<file path="src/fsg_pkg.sv">
// package for the flash security option gate: map, fields, states, types
// assumes one 40 MHz clock domain and an AHB-Lite register bus
package fsg_pkg;
  localparam logic [15:0] FSG_ERASE_OPT_ADDR = 16'hfffa;
  localparam logic [15:0] FSG_DEBUG_OPT_ADDR = 16'hfffb;
  localparam logic [15:0] FSG_BLANK_FIRST = 16'hffe0;
  localparam logic [4:0] FSG_BLANK_LAST_IDX = 5'h1f;
  localparam logic [7:0] FSG_BYPASS_VAL = 8'hff;
  localparam logic [7:0] FSG_CMD_ERASE = 8'hf0;

  localparam logic [7:0] FSG_OFF_CTRL = 8'h00;
  localparam logic [7:0] FSG_OFF_REQ = 8'h04;
  localparam logic [7:0] FSG_OFF_STAT = 8'h08;
  localparam logic [7:0] FSG_OFF_IRQ = 8'h0c;
  localparam logic [7:0] FSG_OFF_MASK = 8'h10;
  localparam logic [7:0] FSG_OFF_OPT = 8'h14;

  // request register fields
  localparam int FSG_REQ_CMD_LSB = 0;
  localparam int FSG_REQ_DEBUG = 8;
  localparam int FSG_REQ_SECTOR = 9;
  localparam int FSG_REQ_PW_OK = 10;
  localparam int FSG_REQ_ADDR_OK = 11;
  localparam int FSG_REQ_GO = 31;

  // irq bits: 0 granted, 1 denied, 2 idle entered
  localparam int FSG_IRQ_W = 3;
  localparam logic [FSG_IRQ_W-1:0] FSG_IRQ_RESET = 3'h0;

  localparam int FSG_RD_LAT = 1;

  typedef enum logic [5:0] {
    FSG_IDLE = 6'h01,
    FSG_RD_ERASE_OPT = 6'h02,
    FSG_RD_DEBUG_OPT = 6'h04,
    FSG_SCAN_BLANK = 6'h08,
    FSG_DECIDE = 6'h10,
    FSG_LOCKED = 6'h20
  } fsg_state_t;

  typedef struct packed {
    logic [7:0] cmd;
    logic debug;
    logic sector;
    logic pw_ok;
    logic addr_ok;
  } fsg_req_t;

  typedef struct packed {
    logic [7:0] erase_opt;
    logic [7:0] debug_opt;
    logic blank;
  } fsg_opt_t;
endpackage

</file>
<file path="src/fsg_decide.sv">
// decision logic: grant or idle-lockout from request, options and modes
// assumes inputs held stable while the caller sits in its decide state
`timescale 1ns/1ps
module fsg_decide
  import fsg_pkg::*;
(
  input wire fsg_req_t req,
  input wire fsg_opt_t opt,
  input wire logic sec_prog_en,
  input wire logic parallel_mode,
  output logic grant,
  output logic lockout,
  output logic chip_erase
);
  logic erase_byp;
  logic debug_byp;
  logic is_erase;
  always_comb begin
    erase_byp = (opt.erase_opt == FSG_BYPASS_VAL); // RULE_01
    debug_byp = (opt.debug_opt == FSG_BYPASS_VAL);
    is_erase = (req.cmd == FSG_CMD_ERASE) && !req.debug;
    grant = 1'b0;
    lockout = 1'b0;
    chip_erase = 1'b0;
    if (parallel_mode) begin
      if (is_erase && !req.sector) begin
        grant = 1'b1; // RULE_11
        chip_erase = 1'b1;
      end else if (!is_erase && !req.debug) begin
        grant = !sec_prog_en; // RULE_12
      end
    end else if (req.debug) begin
      if (!debug_byp && sec_prog_en) begin
        lockout = 1'b1; // RULE_08
      end else begin
        grant = req.pw_ok; // RULE_07 RULE_09
        lockout = !req.pw_ok;
      end
    end else if (is_erase && erase_byp) begin
      // a blank part also has the bypass byte set, so sector erase locks
      if (req.sector) begin
        lockout = 1'b1; // RULE_04
      end else begin
        grant = req.addr_ok; // RULE_02
        chip_erase = req.addr_ok;
        lockout = !req.addr_ok;
      end
    end else if (opt.blank) begin
      grant = req.addr_ok; // RULE_14
      chip_erase = is_erase && !req.sector && req.addr_ok;
      lockout = !req.addr_ok;
    end else begin
      grant = req.pw_ok && req.addr_ok && !sec_prog_en; // RULE_03 RULE_05
      chip_erase = grant && is_erase && !req.sector;
      lockout = !grant;
    end
  end
endmodule

</file>
<file path="src/fsg_gate.sv">
// Function
// (RULE_01) erase bypass byte at 0xfffa, 0xff bypasses
// (RULE_02) bypass: erase checks addresses only
// (RULE_03) otherwise erase needs password and addresses
// (RULE_04) sector erase under bypass goes idle
// (RULE_05) other commands always need password; a blank device grants them on addresses alone
// (RULE_06) debug bypass byte read at 0xfffb
// (RULE_07) debug bypass skips security check, needs password
// (RULE_08) no bypass, security on: debug locks idle
// (RULE_09) no bypass, security off: password suffices
// (RULE_10) lockout recovered by external chip erase
// (RULE_11) parallel mode: chip erase always accepted
// (RULE_12) parallel mode, security off: free reads
// (RULE_13) production firmware should not set bypass
// (RULE_14) all ones 0xffe0..0xffff means blank device
// (RULE_15) idle left only by external reset
// (RULE_16) option bytes sampled on every evaluation
//
// flash security option gate with AHB-Lite registers
// assumes a flash read port with fixed one-cycle latency
//
// Local design decisions: the register offsets and the AHB-Lite register port.
`timescale 1ns/1ps
module fsg_gate
  import fsg_pkg::*;
(
  input wire logic hclk,
  input wire logic hresetn,
  input wire logic hsel,
  input wire logic [31:0] haddr,
  input wire logic [1:0] htrans,
  input wire logic hwrite,
  input wire logic [2:0] hsize,
  input wire logic [31:0] hwdata,
  input wire logic hready,
  output logic [31:0] hrdata,
  output logic hreadyout,
  output logic hresp,
  output logic [15:0] flash_addr,
  output logic flash_rd,
  input wire logic [7:0] flash_data,
  input wire logic sec_prog_en,
  input wire logic parallel_mode,
  output logic grant,
  output logic chip_erase,
  output logic idle_lock,
  output logic irq
);
  typedef struct packed {
    fsg_state_t st;
    logic ph_act;
    logic ph_wr;
    logic [7:0] ph_off;
    logic [31:0] rdata;
    fsg_req_t req;
    fsg_opt_t opt;
    logic [4:0] idx;
    logic [15:0] faddr;
    logic frd;
    logic rd_pend;
    logic grant;
    logic chip_erase;
    logic lock;
    logic busy;
    logic [FSG_IRQ_W-1:0] sts;
    logic [FSG_IRQ_W-1:0] mask;
    logic irq;
    logic sec_halt;
  } fsg_regs_t;

  fsg_regs_t r;
  fsg_regs_t next_r;
  logic d_grant;
  logic d_lock;
  logic d_ce;
  logic wr_req;
  logic wr_ctrl;
  logic [FSG_IRQ_W-1:0] ev;
  logic [31:0] wd;

  fsg_decide u_dec (
    .req(r.req),
    .opt(r.opt),
    .sec_prog_en(sec_prog_en),
    .parallel_mode(parallel_mode),
    .grant(d_grant),
    .lockout(d_lock),
    .chip_erase(d_ce)
  );

  always_comb begin
    next_r = r;
    ev = '0;
    wd = hwdata;
    wr_req = r.ph_act && r.ph_wr && (r.ph_off == FSG_OFF_REQ);
    wr_ctrl = r.ph_act && r.ph_wr && (r.ph_off == FSG_OFF_CTRL);
    next_r.grant = 1'b0;
    next_r.chip_erase = 1'b0;
    next_r.frd = 1'b0;
    next_r.rd_pend = r.frd;
    // address phase capture; single cycle wait-free slave
    next_r.ph_act = hsel && hready && htrans[1];
    next_r.ph_wr = hwrite;
    next_r.ph_off = haddr[7:0];
    if (hsel && hready && htrans[1] && !hwrite) begin
      case (haddr[7:0])
        FSG_OFF_CTRL: next_r.rdata = {31'h0, r.sec_halt};
        FSG_OFF_REQ: next_r.rdata = {20'h0, r.req.addr_ok, r.req.pw_ok,
          r.req.sector, r.req.debug, r.req.cmd};
        FSG_OFF_STAT: next_r.rdata = {26'h0, r.st};
        FSG_OFF_IRQ: next_r.rdata = {29'h0, r.sts};
        FSG_OFF_MASK: next_r.rdata = {29'h0, r.mask};
        FSG_OFF_OPT: next_r.rdata = {15'h0, r.opt};
        default: next_r.rdata = 32'h0;
      endcase
    end
    if (wr_ctrl) begin
      next_r.sec_halt = wd[0];
    end
    if (r.ph_act && r.ph_wr && (r.ph_off == FSG_OFF_MASK)) begin
      next_r.mask = wd[FSG_IRQ_W-1:0];
    end
    case (r.st)
      FSG_IDLE: begin
        if (wr_req && wd[FSG_REQ_GO] && !r.sec_halt) begin
          next_r.req.cmd = wd[FSG_REQ_CMD_LSB +: 8];
          next_r.req.debug = wd[FSG_REQ_DEBUG];
          next_r.req.sector = wd[FSG_REQ_SECTOR];
          next_r.req.pw_ok = wd[FSG_REQ_PW_OK];
          next_r.req.addr_ok = wd[FSG_REQ_ADDR_OK];
          next_r.faddr = FSG_ERASE_OPT_ADDR; // RULE_16
          next_r.frd = 1'b1;
          next_r.busy = 1'b1;
          next_r.st = FSG_RD_ERASE_OPT;
        end
      end
      FSG_RD_ERASE_OPT: begin
        if (r.rd_pend) begin
          next_r.opt.erase_opt = flash_data; // RULE_01
          next_r.faddr = FSG_DEBUG_OPT_ADDR; // RULE_06
          next_r.frd = 1'b1;
          next_r.st = FSG_RD_DEBUG_OPT;
        end
      end
      FSG_RD_DEBUG_OPT: begin
        if (r.rd_pend) begin
          next_r.opt.debug_opt = flash_data; // RULE_06
          next_r.opt.blank = 1'b1;
          next_r.idx = 5'h0;
          next_r.faddr = FSG_BLANK_FIRST;
          next_r.frd = 1'b1;
          next_r.st = FSG_SCAN_BLANK;
        end
      end
      FSG_SCAN_BLANK: begin
        if (r.rd_pend) begin
          if (flash_data != FSG_BYPASS_VAL) begin
            next_r.opt.blank = 1'b0; // RULE_14
          end
          if (r.idx == FSG_BLANK_LAST_IDX) begin
            next_r.st = FSG_DECIDE;
          end else begin
            next_r.idx = r.idx + 5'h1;
            next_r.faddr = r.faddr + 16'h1;
            next_r.frd = 1'b1;
          end
        end
      end
      FSG_DECIDE: begin
        next_r.busy = 1'b0;
        if (d_lock) begin
          next_r.lock = 1'b1; // RULE_04 RULE_08
          next_r.st = FSG_LOCKED;
          ev[1] = 1'b1;
          ev[2] = 1'b1;
        end else begin
          next_r.grant = d_grant;
          next_r.chip_erase = d_ce; // RULE_11
          next_r.st = FSG_IDLE;
          ev[0] = d_grant;
          ev[1] = !d_grant;
        end
      end
      FSG_LOCKED: begin
        next_r.st = FSG_LOCKED; // RULE_15
      end
      default: begin
        next_r.st = FSG_IDLE;
      end
    endcase
    // write-one-to-clear, set wins
    if (r.ph_act && r.ph_wr && (r.ph_off == FSG_OFF_IRQ)) begin
      next_r.sts = (r.sts & ~wd[FSG_IRQ_W-1:0]) | ev;
    end else begin
      next_r.sts = r.sts | ev;
    end
    next_r.irq = |(next_r.sts & next_r.mask);
  end

  always_ff @(posedge hclk or negedge hresetn) begin
    if (!hresetn) begin
      r <= '{st: FSG_IDLE, ph_off: 8'h0, rdata: 32'h0, req: '0, opt: '0,
        idx: 5'h0, faddr: 16'h0, sts: FSG_IRQ_RESET, mask: FSG_IRQ_RESET,
        default: 1'b0};
    end else begin
      r <= next_r;
    end
  end

  assign hrdata = r.rdata;
  assign hreadyout = 1'b1;
  assign hresp = 1'b0;
  assign flash_addr = r.faddr;
  assign flash_rd = r.frd;
  assign grant = r.grant;
  assign chip_erase = r.chip_erase;
  assign idle_lock = r.lock;
  assign irq = r.irq;

  sector_lock_a: assert property (@(posedge hclk) disable iff (!hresetn)
    (r.st == FSG_DECIDE && !parallel_mode && !r.opt.blank
     && r.req.cmd == FSG_CMD_ERASE && !r.req.debug && r.req.sector
     && r.opt.erase_opt == FSG_BYPASS_VAL) |=> idle_lock) // RULE_04
    else $error("sector erase under bypass not locked");
  debug_lock_a: assert property (@(posedge hclk) disable iff (!hresetn)
    (r.st == FSG_DECIDE && !parallel_mode && r.req.debug && sec_prog_en
     && r.opt.debug_opt != FSG_BYPASS_VAL) |=> idle_lock && !grant) // RULE_08
    else $error("secured debug start not locked");
  debug_pw_a: assert property (@(posedge hclk) disable iff (!hresetn)
    grant && $past(r.req.debug) |-> $past(r.req.pw_ok)) // RULE_07
    else $error("debug granted without password");
  other_pw_a: assert property (@(posedge hclk) disable iff (!hresetn)
    grant && $past(r.req.cmd) != FSG_CMD_ERASE && !$past(parallel_mode)
    && !$past(r.opt.blank) |-> $past(r.req.pw_ok)) // RULE_05
    else $error("command granted without password");
  par_erase_a: assert property (@(posedge hclk) disable iff (!hresetn)
    (r.st == FSG_DECIDE && parallel_mode && r.req.cmd == FSG_CMD_ERASE
     && !r.req.debug && !r.req.sector) |=> grant && chip_erase) // RULE_11
    else $error("parallel chip erase refused");
  opt_read_a: assert property (@(posedge hclk) disable iff (!hresetn)
    r.st == FSG_IDLE ##1 r.st == FSG_RD_ERASE_OPT
    |-> flash_rd && flash_addr == FSG_ERASE_OPT_ADDR) // RULE_16
    else $error("erase option byte not read");
  dbg_read_a: assert property (@(posedge hclk) disable iff (!hresetn)
    $rose(r.st == FSG_RD_DEBUG_OPT)
    |-> flash_rd && flash_addr == FSG_DEBUG_OPT_ADDR) // RULE_06
    else $error("debug option byte not read");
  lock_hold_a: assert property (@(posedge hclk) disable iff (!hresetn)
    idle_lock |=> idle_lock [*4]) // RULE_15
    else $error("lockout released without reset");
  blank_a: assert property (@(posedge hclk) disable iff (!hresetn)
    $rose(r.st == FSG_DECIDE) && $past(flash_data) != FSG_BYPASS_VAL
    |-> !r.opt.blank) // RULE_14
    else $error("blank flag wrong");
  irq_lvl_a: assert property (@(posedge hclk) disable iff (!hresetn)
    irq == |(r.sts & r.mask))
    else $error("interrupt level wrong");
  grant_c: cover property (@(posedge hclk) disable iff (!hresetn) grant);
  lock_c: cover property (@(posedge hclk) disable iff (!hresetn)
    $rose(idle_lock));
  ce_c: cover property (@(posedge hclk) disable iff (!hresetn) chip_erase);
endmodule

</file>
<file path="config.mk">
export PLATFORM = sky130hd
export DESIGN_NAME = fsg_gate
export DESIGN_NICKNAME = d
export VERILOG_FILES = /design/src/fsg_pkg.sv /design/src/fsg_decide.sv /design/src/fsg_gate.sv
export SDC_FILE = /design/constraint.sdc
export NUM_CORES = 1
export LEC_CHECK = 0
export BUFFER_PORTS_ARGS = -buffer_cell sky130_fd_sc_hd__clkbuf_2
export CAP_MARGIN = 0
export CORE_UTILIZATION = 40
export DETAILED_ROUTE_END_ITERATION = 7
export GPL_TIMING_DRIVEN = 0
export PLACE_DENSITY_LB_ADDON = 0.05
export REMOVE_ABC_BUFFERS = 1
export SLEW_MARGIN = 25
export SYNTH_ARGS = -nofsm -noshare
export SYNTH_HDL_FRONTEND = slang
export SYNTH_SLANG_ARGS = --single-unit
</file>
<file path="constraint.sdc">
create_clock -name hclk -period 6.8 [get_ports hclk]
set_input_delay 1.7 -clock hclk [delete_from_list [all_inputs] [get_ports hclk]]
set_output_delay 1.7 -clock hclk [all_outputs]
set_load 0.1 [all_outputs]
</file>
==> out/results.ini, run 1 <==
[critical_path]
required_ns=7.06
cp-end-kind=flip-flop
cp.arrival_ns=3.75
startpoint_type=input port
crit_path_start=haddr[1]
worstPathMaxFanout=14
r2r_start=r[30]
path_class=in -> reg

[timing]
slew_headroom=0.4470
clock_skew_ns=0.008703
period_minus_slack_ns=3.491
setup_viol=0
max_freq_mhz=286.5
worstMarginPinSlew_ns=0.8295
holdWs_ns=0.3805
rsz0062_at_grt=no
fin_tns_setup_ns=0
slew_viol_final=0
hold_viol_final=0
fin_crit_sh=0.5133

[drt]
dr_wl_met2_um=4833
first_iter_violations=232
met1Wirelength_um=5106
routed-wl-met3_um=429
avgViaCountPerCell=5.217
postRouteAntennaNets=0
dr.pass1.iters=7
num_vias=3464
wl_um=10610
drc=18
wl_per_cell_um=15.98
topRoutingLayerUsed=met4

[die]
die_w_um=111.2
rows=39
dieArea_mm2=0.01236
start_util=0.4141
pin_count=139
die_h_um=111.2
core_mm2=0.01152

[finish]
final_common_cell=dfrtp_1
diodes=0
fin_nets=604
fin_util=0.4568
synthToLayoutAreaGrowth_pct=10.31
final_cell_mix=dfrtp_1 (95), nand2_1 (83), clkbuf_2 (73), o21ai_0 (28), mux2_2 (18)
fill_cells=1137
drive_gt1_frac=0.2284

[clock_network]
cts_setup_buffers=0
hold_buffers=0
path_clk_slew_ns=0.06
cts_buffers=9
cts_resized=0
tritoncts=yes
cts.path.max_buffers=2
clockRootBuffer=clkbuf_16
clock_insertion_delay_worst_skew_ns=0.35
clock_sinks=96
htreeDepth=3

[grt]
grt_remaining_overflow=0
antenna_found_initial=0
track_usage=0.1871
grt_pass1_wl_um=18020
grt_pass1_vias=3404
grt_max_degree=72

[yosys]
yosysSeqAreaShare=0.5041
syn_inst=483
synth_edf_count=0
synth-main-ff-cell=dfrtp_1
syn_area_mm2=0.004768
avgSynthCellArea_um2=9.872
synth.distinct_cells=55
synth-warning-count=0
async_flop_share=1.000
synth-seq-cells=96

[flow_run]
maxCapViolCount=0

[run_status]
violations=DRC
status=finished with violations

[placed_design]
detailed_place_hpwl_um=7628
gp_congestion=0.7722
io_buffers=74

[power]
p_leak_nw=2.384
power_density_mw_per_mm2=230.6
vdd_drop_max_mv=0.08849

[min_path]
hold_path.class=reg -> reg
min_from=flash_rd

==> sequential cells by signal, summed over array words and instances, names as in the netlist <==
name and count:
idle_lock 1, flash_rd 1, irq 1, r 58
grant 1, chip_erase 1, hrdata 17, flash_addr 16
==> synth_stat cells, types with 4 or more instances <==
| cell type | n | area [um^2] |
|---|---|---|
| nor2b_1 | 8 | 50.05 |
| nand4_1 | 13 | 81.33 |
| nor2_1 | 16 | 60.06 |
| nand2_1 | 83 | 311.6 |
| a22oi_1 | 11 | 82.58 |
| inv_1 | 12 | 45.04 |
| dfrtp_1 | 95 | 2377 |
| nand2b_1 | 7 | 43.79 |
| and2_1 | 5 | 31.28 |
| buf_4 | 50 | 375.4 |
| mux2_2 | 18 | 202.7 |
| xor2_1 | 11 | 96.34 |
| and3_1 | 8 | 50.05 |
| nor4_1 | 4 | 25.02 |
| clkbuf_1 | 14 | 52.55 |
| o21ai_0 | 28 | 140.1 |
| o21ai_1 | 11 | 55.05 |
| a21oi_1 | 10 | 50.05 |
| nand3_1 | 13 | 65.06 |
| nor3_1 | 6 | 30.03 |
==> logic make-up after synthesis <==
kind of cell	Yosys count	share of synthesized area
AND/OR/NAND/NOR	186	0.2023
flip-flops	96	0.5041
other	2	0.001575
multiplexers	20	0.04671
XOR/XNOR	13	0.02388
buffers and inverters	80	0.1047
adder cells (fa/ha/maj)	3	0.007873
AO/OA/AOI/OAI	83	0.1089
==> critical path: stages <==
cell      delay (ns)
clkbuf_2        0.09
or4_1           0.51
nor2_1          0.49
and2_1          0.54
a222oi_1        0.24
o21ai_0         0.18
==> per-stage QoR <==
| step | power, mW | worst slack (ns) | cells | area (um^2) |
|---|---|---|---|---|
| 2_1_floorplan | 0.6853 | 3.514 | 430 | 4370 |
| 3_3_place_gp | 0.7269 | 2.711 | 647 | 4920 |
| 3_5_place_dp | 0.7292 | 2.893 | 648 | 4956 |
| 4_1_cts | 1.234 | 3.256 | 663 | 5249 |
| 5_1_grt | 1.259 | 3.034 | 664 | 5260 |
| 6_report | 1.213 | 3.309 | 664 | 5260 |
==> per-layer routing <==
metal  track usage  vias up
met5             0        -
met4       0.08829        0
met3       0.03062       15
met2        0.2904       99
met1        0.2552     1664
li1              -     1686
==> report_power, final <==
| group | switching (mW) | internal (mW) |
|---|---|---|
| Combinational | 0.0889 | 0.0320 |
| Clock | 0.210 | 0.285 |
| Sequential | 0.0147 | 0.582 |
| Total | 0.314 | 0.899 |
==> worst paths after layout <==
kind | endpoint | slack [ns] | depth (start not counted)
max | hrdata[0] | 3.31 | 6
max reg2reg | flash_addr[15] | 4.27 | 8
min reg2reg | r[12] | 0.38 | 0
min in group asynchronous | r[96] | 1.23 | 1
min | r[12] | 0.38 | 0
max in group asynchronous | r[109] | 4.94 | 2
==> layout make-up <==
class                      count  area [um^2]  area share
inverter                      12        45.04    0.008563
timing repair buffer          76        417.9     0.07945
sequential                    96         2404      0.4569
clock inverter                 2        12.51    0.002379
tap                          143        178.9     0.03402
multi-input combinational    322         1922      0.3654
clock buffer                  13        280.3     0.05328
Power figures use the tool's default switching activity.
==> run 2, diff against run 1 <==
==> constraint.sdc (replaced) <==
create_clock -name hclk -period 2.95 [get_ports hclk]
set_input_delay 0.7375 -clock hclk [delete_from_list [all_inputs] [get_ports hclk]]
set_output_delay 0.7375 -clock hclk [all_outputs]
set_load 0.1 [all_outputs]
==> run 2 against run 1 <==
- power rose by 130%
- clock power grew 130%
- critical endpoint is now hrdata[2]
- the flow still finishes with violations (DRC)
- first-iteration DRC count increased by 17%
- largest power group unchanged
- non-clock buffer count unchanged
- core utilization barely moved
==> out/results.ini, run 2 (synthesized netlist as in run 1, its figures left out) <==
[run_status]
status=finished with violations
violations=DRC

[finish]
top_register=r
fill_cells=1135  ; -0.18%
drive_gt1_frac=0.2284  ; unchanged
synthToLayoutAreaGrowth_pct=10.23  ; about the same
design_area_mm2=0.005256  ; about the same
fin_util=0.4564  ; about the same
largest_reg_flops=58  ; unchanged
instances_no_fill=664  ; unchanged
multi_input_area_mm2=0.001922  ; unchanged
final_cell_mix=dfrtp_1 (95), nand2_1 (83), clkbuf_2 (73), o21ai_0 (28), mux2_2 (18)
fin_nets=604  ; unchanged
diodes=0  ; unchanged
final_common_cell=dfrtp_1
regArea_mm2=0.002404  ; unchanged

[critical_path]
cp-end-kind=flip-flop
crit_path_start=haddr[1]
rrSetupSlack_ns=0.43  ; -3.84 ns
r2r-end=flash_addr[15]
worstPathMaxFanout=14  ; unchanged
r2r_start=r[30]
worst-r2r-cell-count=8  ; unchanged
slowest_delay_ns=0.54  ; about the same
required_ns=3.21  ; -3.85 ns
worst_path_max_delay_cell=and2_1
critPathTopFamily=simple AND/OR/NAND/NOR gates
path_class=in -> reg
startpoint_type=input port
crit_buf_inv=1  ; unchanged
crit_cells=6  ; unchanged
crit_path_end=hrdata[2]
worstPathCellList=clkbuf_2, or4_1, nor2_1, and2_1, a222oi_1, o21ai_0
cp.arrival_ns=2.79  ; -0.96 ns

[clock_network]
path_clk_slew_ns=0.06  ; about the same
cts_buffers=9  ; unchanged
clock_insertion_delay_worst_skew_ns=0.35  ; about the same
cts.path.max_buffers=2  ; unchanged
tritoncts=yes
clockRootBuffer=clkbuf_16
clock_sinks=96  ; unchanged
htreeDepth=3  ; unchanged

[timing]
slew_viol_final=0  ; unchanged
hold_viol_final=0  ; unchanged
fin_crit_sh=0.8573
rsz0062_at_grt=no
worstMarginPinSlew_ns=0.8289  ; -0.0005469 ns
period_minus_slack_ns=2.529
max_freq_mhz=395.4
setup_viol=0  ; unchanged
slew_headroom=0.4474  ; about the same
setup_ws_ns=0.4210  ; -2.888 ns
clock_skew_ns=0.009482  ; +0.0007793 ns

[drt]
postRouteAntennaNets=0  ; unchanged
dr.pass1.iters=6  ; -1
num_vias=3486  ; +0.64%
avgViaCountPerCell=5.250  ; +0.64%
drc=20  ; +2
wl_um=10760  ; +1.5%
first_iter_violations=271  ; +17%
wl_per_cell_um=16.21  ; +1.5%

[die]
rows=39  ; unchanged
pin_count=139  ; unchanged
dieArea_mm2=0.01236  ; unchanged
core_mm2=0.01152  ; unchanged
die_h_um=111.2  ; unchanged
die_w_um=111.2  ; unchanged
start_util=0.4141  ; unchanged

[grt]
grt_remaining_overflow=0  ; unchanged
track_usage=0.1886  ; +0.001547
grt_max_degree=72  ; unchanged
grt_pass1_vias=3402  ; -0.059%
grt_pass1_wl_um=18120  ; +0.54%
antenna_found_initial=0  ; unchanged

[power]
fin_total_pwr_mw=2.796  ; +130%
power_density_mw_per_mm2=531.8  ; +130%
p_leak_nw=2.382  ; about the same
vdd_drop_max_mv=0.2040  ; +130%

[placed_design]
placed_cells_incl_taps=648  ; unchanged
io_buffers=74  ; unchanged
place_ws_ns=0.005952  ; -2.887 ns
gp_congestion=0.7722  ; unchanged
dpl-instance-area_mm2=0.004956  ; unchanged
detailed_place_hpwl_um=7628  ; unchanged

[min_path]
hold_path.class=in -> async

[flow_run]
maxCapViolCount=0  ; unchanged

-- run 2: cell counts in the layout (fill, tap and decap cells not counted) --
No cell type changed its count.
-- run 2: metrics by stage --
stage | hold slack [ns] | TNS [ns]
finish | 0.2681 | 0
CTS | 0.2645 | 0
detailed placement | 0.3656 | 0
global placement | 0.3737 | -15.76
global route | 0.2733 | 0
floorplan | 0.4419 | 0
-- run 2: timing repair --
| item | CTS | global route |
|---|---|---|
| setup buffers | 1 | 0 |
| gates resized for setup | 0 | 0 |
| setup endpoints to repair | 1 | 0 |
| hold endpoints to repair | 0 | 0 |
| hold buffers | 0 | 0 |
-- run 2: power breakdown --
part	switching, mW	internal [mW]	total [mW]
logic	0.206	0.0736	0.280
registers	0.0342	1.34	1.38
clock network	0.483	0.658	1.14
total	0.723	2.07	2.80
-- run 2: worst register-to-register path: cells and delay by family, from the launching register on --
family                   cells  cell delay, ns
AND/OR/NAND/NOR              5            1.38
adder cells (fa/ha/maj)      2            0.45
flip-flops                   1            0.41
XOR/XNOR                     1            0.15
-- run 2: layout make-up --
class                           count  area share
Clock buffer                       13     0.05332
Clock inverter                      2    0.002380
Inverter                           12    0.008569
Multi-Input combinational cell    322      0.3656
Sequential cell                    96      0.4573
Tap cell                          143     0.03404
Timing Repair Buffer               76     0.07879
-- run 2: how the worst min path moves through the flow --
stage,start,endpoint,slack [ns],cells past startpoint
finish,hresetn,r[96],0.27,1
floorplan,hresetn,chip_erase,0.44,0
detailed placement,flash_rd,r[12],0.37,0
global route,hresetn,r[96],0.27,1
global placement,flash_rd,r[12],0.37,0
CTS,hresetn,r[96],0.26,1
-- run 2: routing by layer --
metal	global-route usage	wire, um	share of wire	vias to the layer above
li1	-	-	-	1687
met1	0.2591	5263	0.49	1697
met2	0.2913	4860	0.45	88
met3	0.03062	412	0.038	14
met4	0.08829	227	0.021	0
met5	0	0	0	-
==> run 3, diff against run 2 <==
--- a/config.mk
+++ b/config.mk
@@ -10,7 +10,7 @@
 export CORE_UTILIZATION = 40
 export DETAILED_ROUTE_END_ITERATION = 7
 export GPL_TIMING_DRIVEN = 0
-export PLACE_DENSITY_LB_ADDON = 0.05
+export PLACE_DENSITY = 0.76
 export REMOVE_ABC_BUFFERS = 1
 export SLEW_MARGIN = 25
 export SYNTH_ARGS = -nofsm -noshare
==> run 3 against run 2 <==
- the run still ends with DRC left
- routed wire length shrank 7.8%
- design area increased by 0.29%
- final cell count increased by 0.15%
- first-iteration DRC count decreased by 1.1%
- non-clock buffer count unchanged
- power is 0.64% higher
- fmax up 0.63%
- worst setup slack better by 0.016 ns
- global-route usage fell by 1.7 points
- critical endpoint is now flash_addr[13]
==> out/results.ini, run 3 (synthesized netlist as in run 1, its figures left out) <==
[power]
power_density_mw_per_mm2=533.7  ; +0.35%
comb_power_share=0.097  ; -0.003
p_leak_nw=2.380  ; about the same
switching_power_mw=0.7172  ; -0.83%
clkPwrFrac=0.414  ; +0.006
sw_frac_of_total=0.2549  ; -0.003776
p_int_mw=2.096  ; +1.2%
seqPwrFrac=0.489  ; -0.003
vdd_drop_max_mv=0.2934  ; +44%

[placed_design]
placed_cells_incl_taps=648  ; unchanged
gp_congestion=0.8231  ; +6.6%
io_buffers=74  ; unchanged
dpl-instance-area_mm2=0.004956  ; unchanged
detailed_place_hpwl_um=7328  ; -3.9%

[timing]
clock_skew_ns=0.007561  ; -0.001921 ns
rsz0062_at_grt=no
fin_tns_setup_ns=0  ; unchanged
setup_viol=0  ; unchanged
max_freq_mhz=397.9  ; +0.63%
fin_crit_sh=0.8519  ; -0.005339
hold_viol_final=0  ; unchanged
slew_viol_final=0  ; unchanged
period_minus_slack_ns=2.513  ; -0.01575 ns
worstMarginPinSlew_ns=0.9638  ; +0.1348 ns
slew_headroom=0.3493  ; -0.09804

[die]
pin_count=139  ; unchanged
core_mm2=0.01152  ; unchanged
start_util=0.4141  ; unchanged
die_w_um=111.2  ; unchanged
rows=39  ; unchanged
dieArea_mm2=0.01236  ; unchanged
die_h_um=111.2  ; unchanged

[clock_network]
cts_resized=0  ; unchanged
tritoncts=yes
hold_buffers=0  ; unchanged
htreeDepth=3  ; unchanged
cts_buffers=9  ; unchanged
cts.path.max_buffers=2  ; unchanged
cts_setup_buffers=0  ; -1
clockRootBuffer=clkbuf_16
path_clk_slew_ns=0.06  ; about the same
clock_insertion_delay_worst_skew_ns=0.35  ; about the same
clock_sinks=96  ; unchanged

[grt]
grt_remaining_overflow=0  ; unchanged
grt_max_degree=92  ; +28%
grt_pass1_vias=3401  ; -0.029%
grt_pass1_wl_um=16720  ; -7.7%
antenna_found_initial=0  ; unchanged
track_usage=0.1716  ; -0.01697

[finish]
final_cell_mix=dfrtp_1 (95), nand2_1 (83), clkbuf_2 (73), o21ai_0 (28), mux2_2 (18)
fin_util=0.4577  ; +0.001304
fill_cells=1086  ; -4.3%
drive_gt1_frac=0.2261  ; -0.002353
top_register=r
instances_no_fill=665  ; +0.15%
final_common_cell=dfrtp_1
design_area_mm2=0.005271  ; +0.29%
diodes=0  ; unchanged
synthToLayoutAreaGrowth_pct=10.55
largest_reg_flops=58  ; unchanged
fin_nets=604  ; unchanged

[critical_path]
cp.arrival_ns=2.73  ; -0.06 ns
startpoint_type=flip-flop
required_ns=3.17  ; -0.04 ns
path_class=reg -> reg
worstPathMaxFanout=13  ; -1
cp-end-kind=flip-flop

[run_status]
violations=DRC
status=finished with violations

[drt]
num_vias=3542  ; +1.6%
wl_per_cell_um=14.93  ; -7.9%
postRouteAntennaNets=0  ; unchanged
first_iter_violations=268  ; -1.1%
wl_um=9929  ; -7.8%
drc=22  ; +10%
dr.pass1.iters=6  ; unchanged
avgViaCountPerCell=5.326  ; +1.5%

[flow_run]
maxCapViolCount=0  ; unchanged

[min_path]
hold_path.class=in -> async

-- run 3: critical path, cell delays in order, from the launching register on --
cell and delay, ns:
dfrtp_1 0.51, or4_4 0.57, or4_4 0.61, nor3_4 0.32, nand2_1 0.11, xor2_1 0.18
nand2_1 0.07
-- run 3: final cells by class --
type,instances,area (um^2),area share
repair buffers,76,421.7,0.07999
flip-flops and latches,96,2404,0.4560
clock buffers,12,246.5,0.04676
inverters,12,45.04,0.008545
multi-input cells,322,1922,0.3646
clock inverters,4,53.80,0.01021
well taps,143,178.9,0.03394
-- run 3: stage by stage --
step / worst slack, ns / hold WS (ns) / power (mW)
detailed placement: 0.1478 / 0.3818 / 1.675
finish: 0.4368 / 0.1957 / 2.813
global placement: 0.03689 / 0.3914 / 1.665
global route: 0.2183 / 0.1888 / 2.909
CTS: 0.1388 / 0.1886 / 2.842
floorplan: 0.5900 / 0.4419 / 1.580
-- run 3: power groups by stage --
stage	Clock [mW]	Combinational, mW	Sequential [mW]
global route	1.23	0.296	1.38
finish	1.16	0.274	1.37
global placement	0	0.268	1.40
CTS	1.19	0.277	1.37
detailed placement	0	0.277	1.40
floorplan	0	0.180	1.40
-- run 3: final timing paths --
path | startpoint | endpoint | slack, ns | cells past startpoint
max in group asynchronous | hresetn | r[110] | 2.14 | 2
min in group hclk | flash_rd | r[12] | 0.40 | 0
worst max register to register | r[107] | flash_addr[13] | 0.44 | 6
worst max-delay path | r[107] | flash_addr[13] | 0.44 | 6
worst min register to register | flash_rd | r[12] | 0.40 | 0
worst min-delay path | hresetn | r[96] | 0.20 | 1
-- run 3: metal layers --
| metal | vias up | GRT usage | wire, um |
|---|---|---|---|
| li1 | 1680 | - | - |
| met1 | 1742 | 0.2181 | 4392 |
| met2 | 103 | 0.2792 | 4803 |
| met3 | 17 | 0.03499 | 500 |
| met4 | 0 | 0.08378 | 233 |
| met5 | - | 0 | 0 |
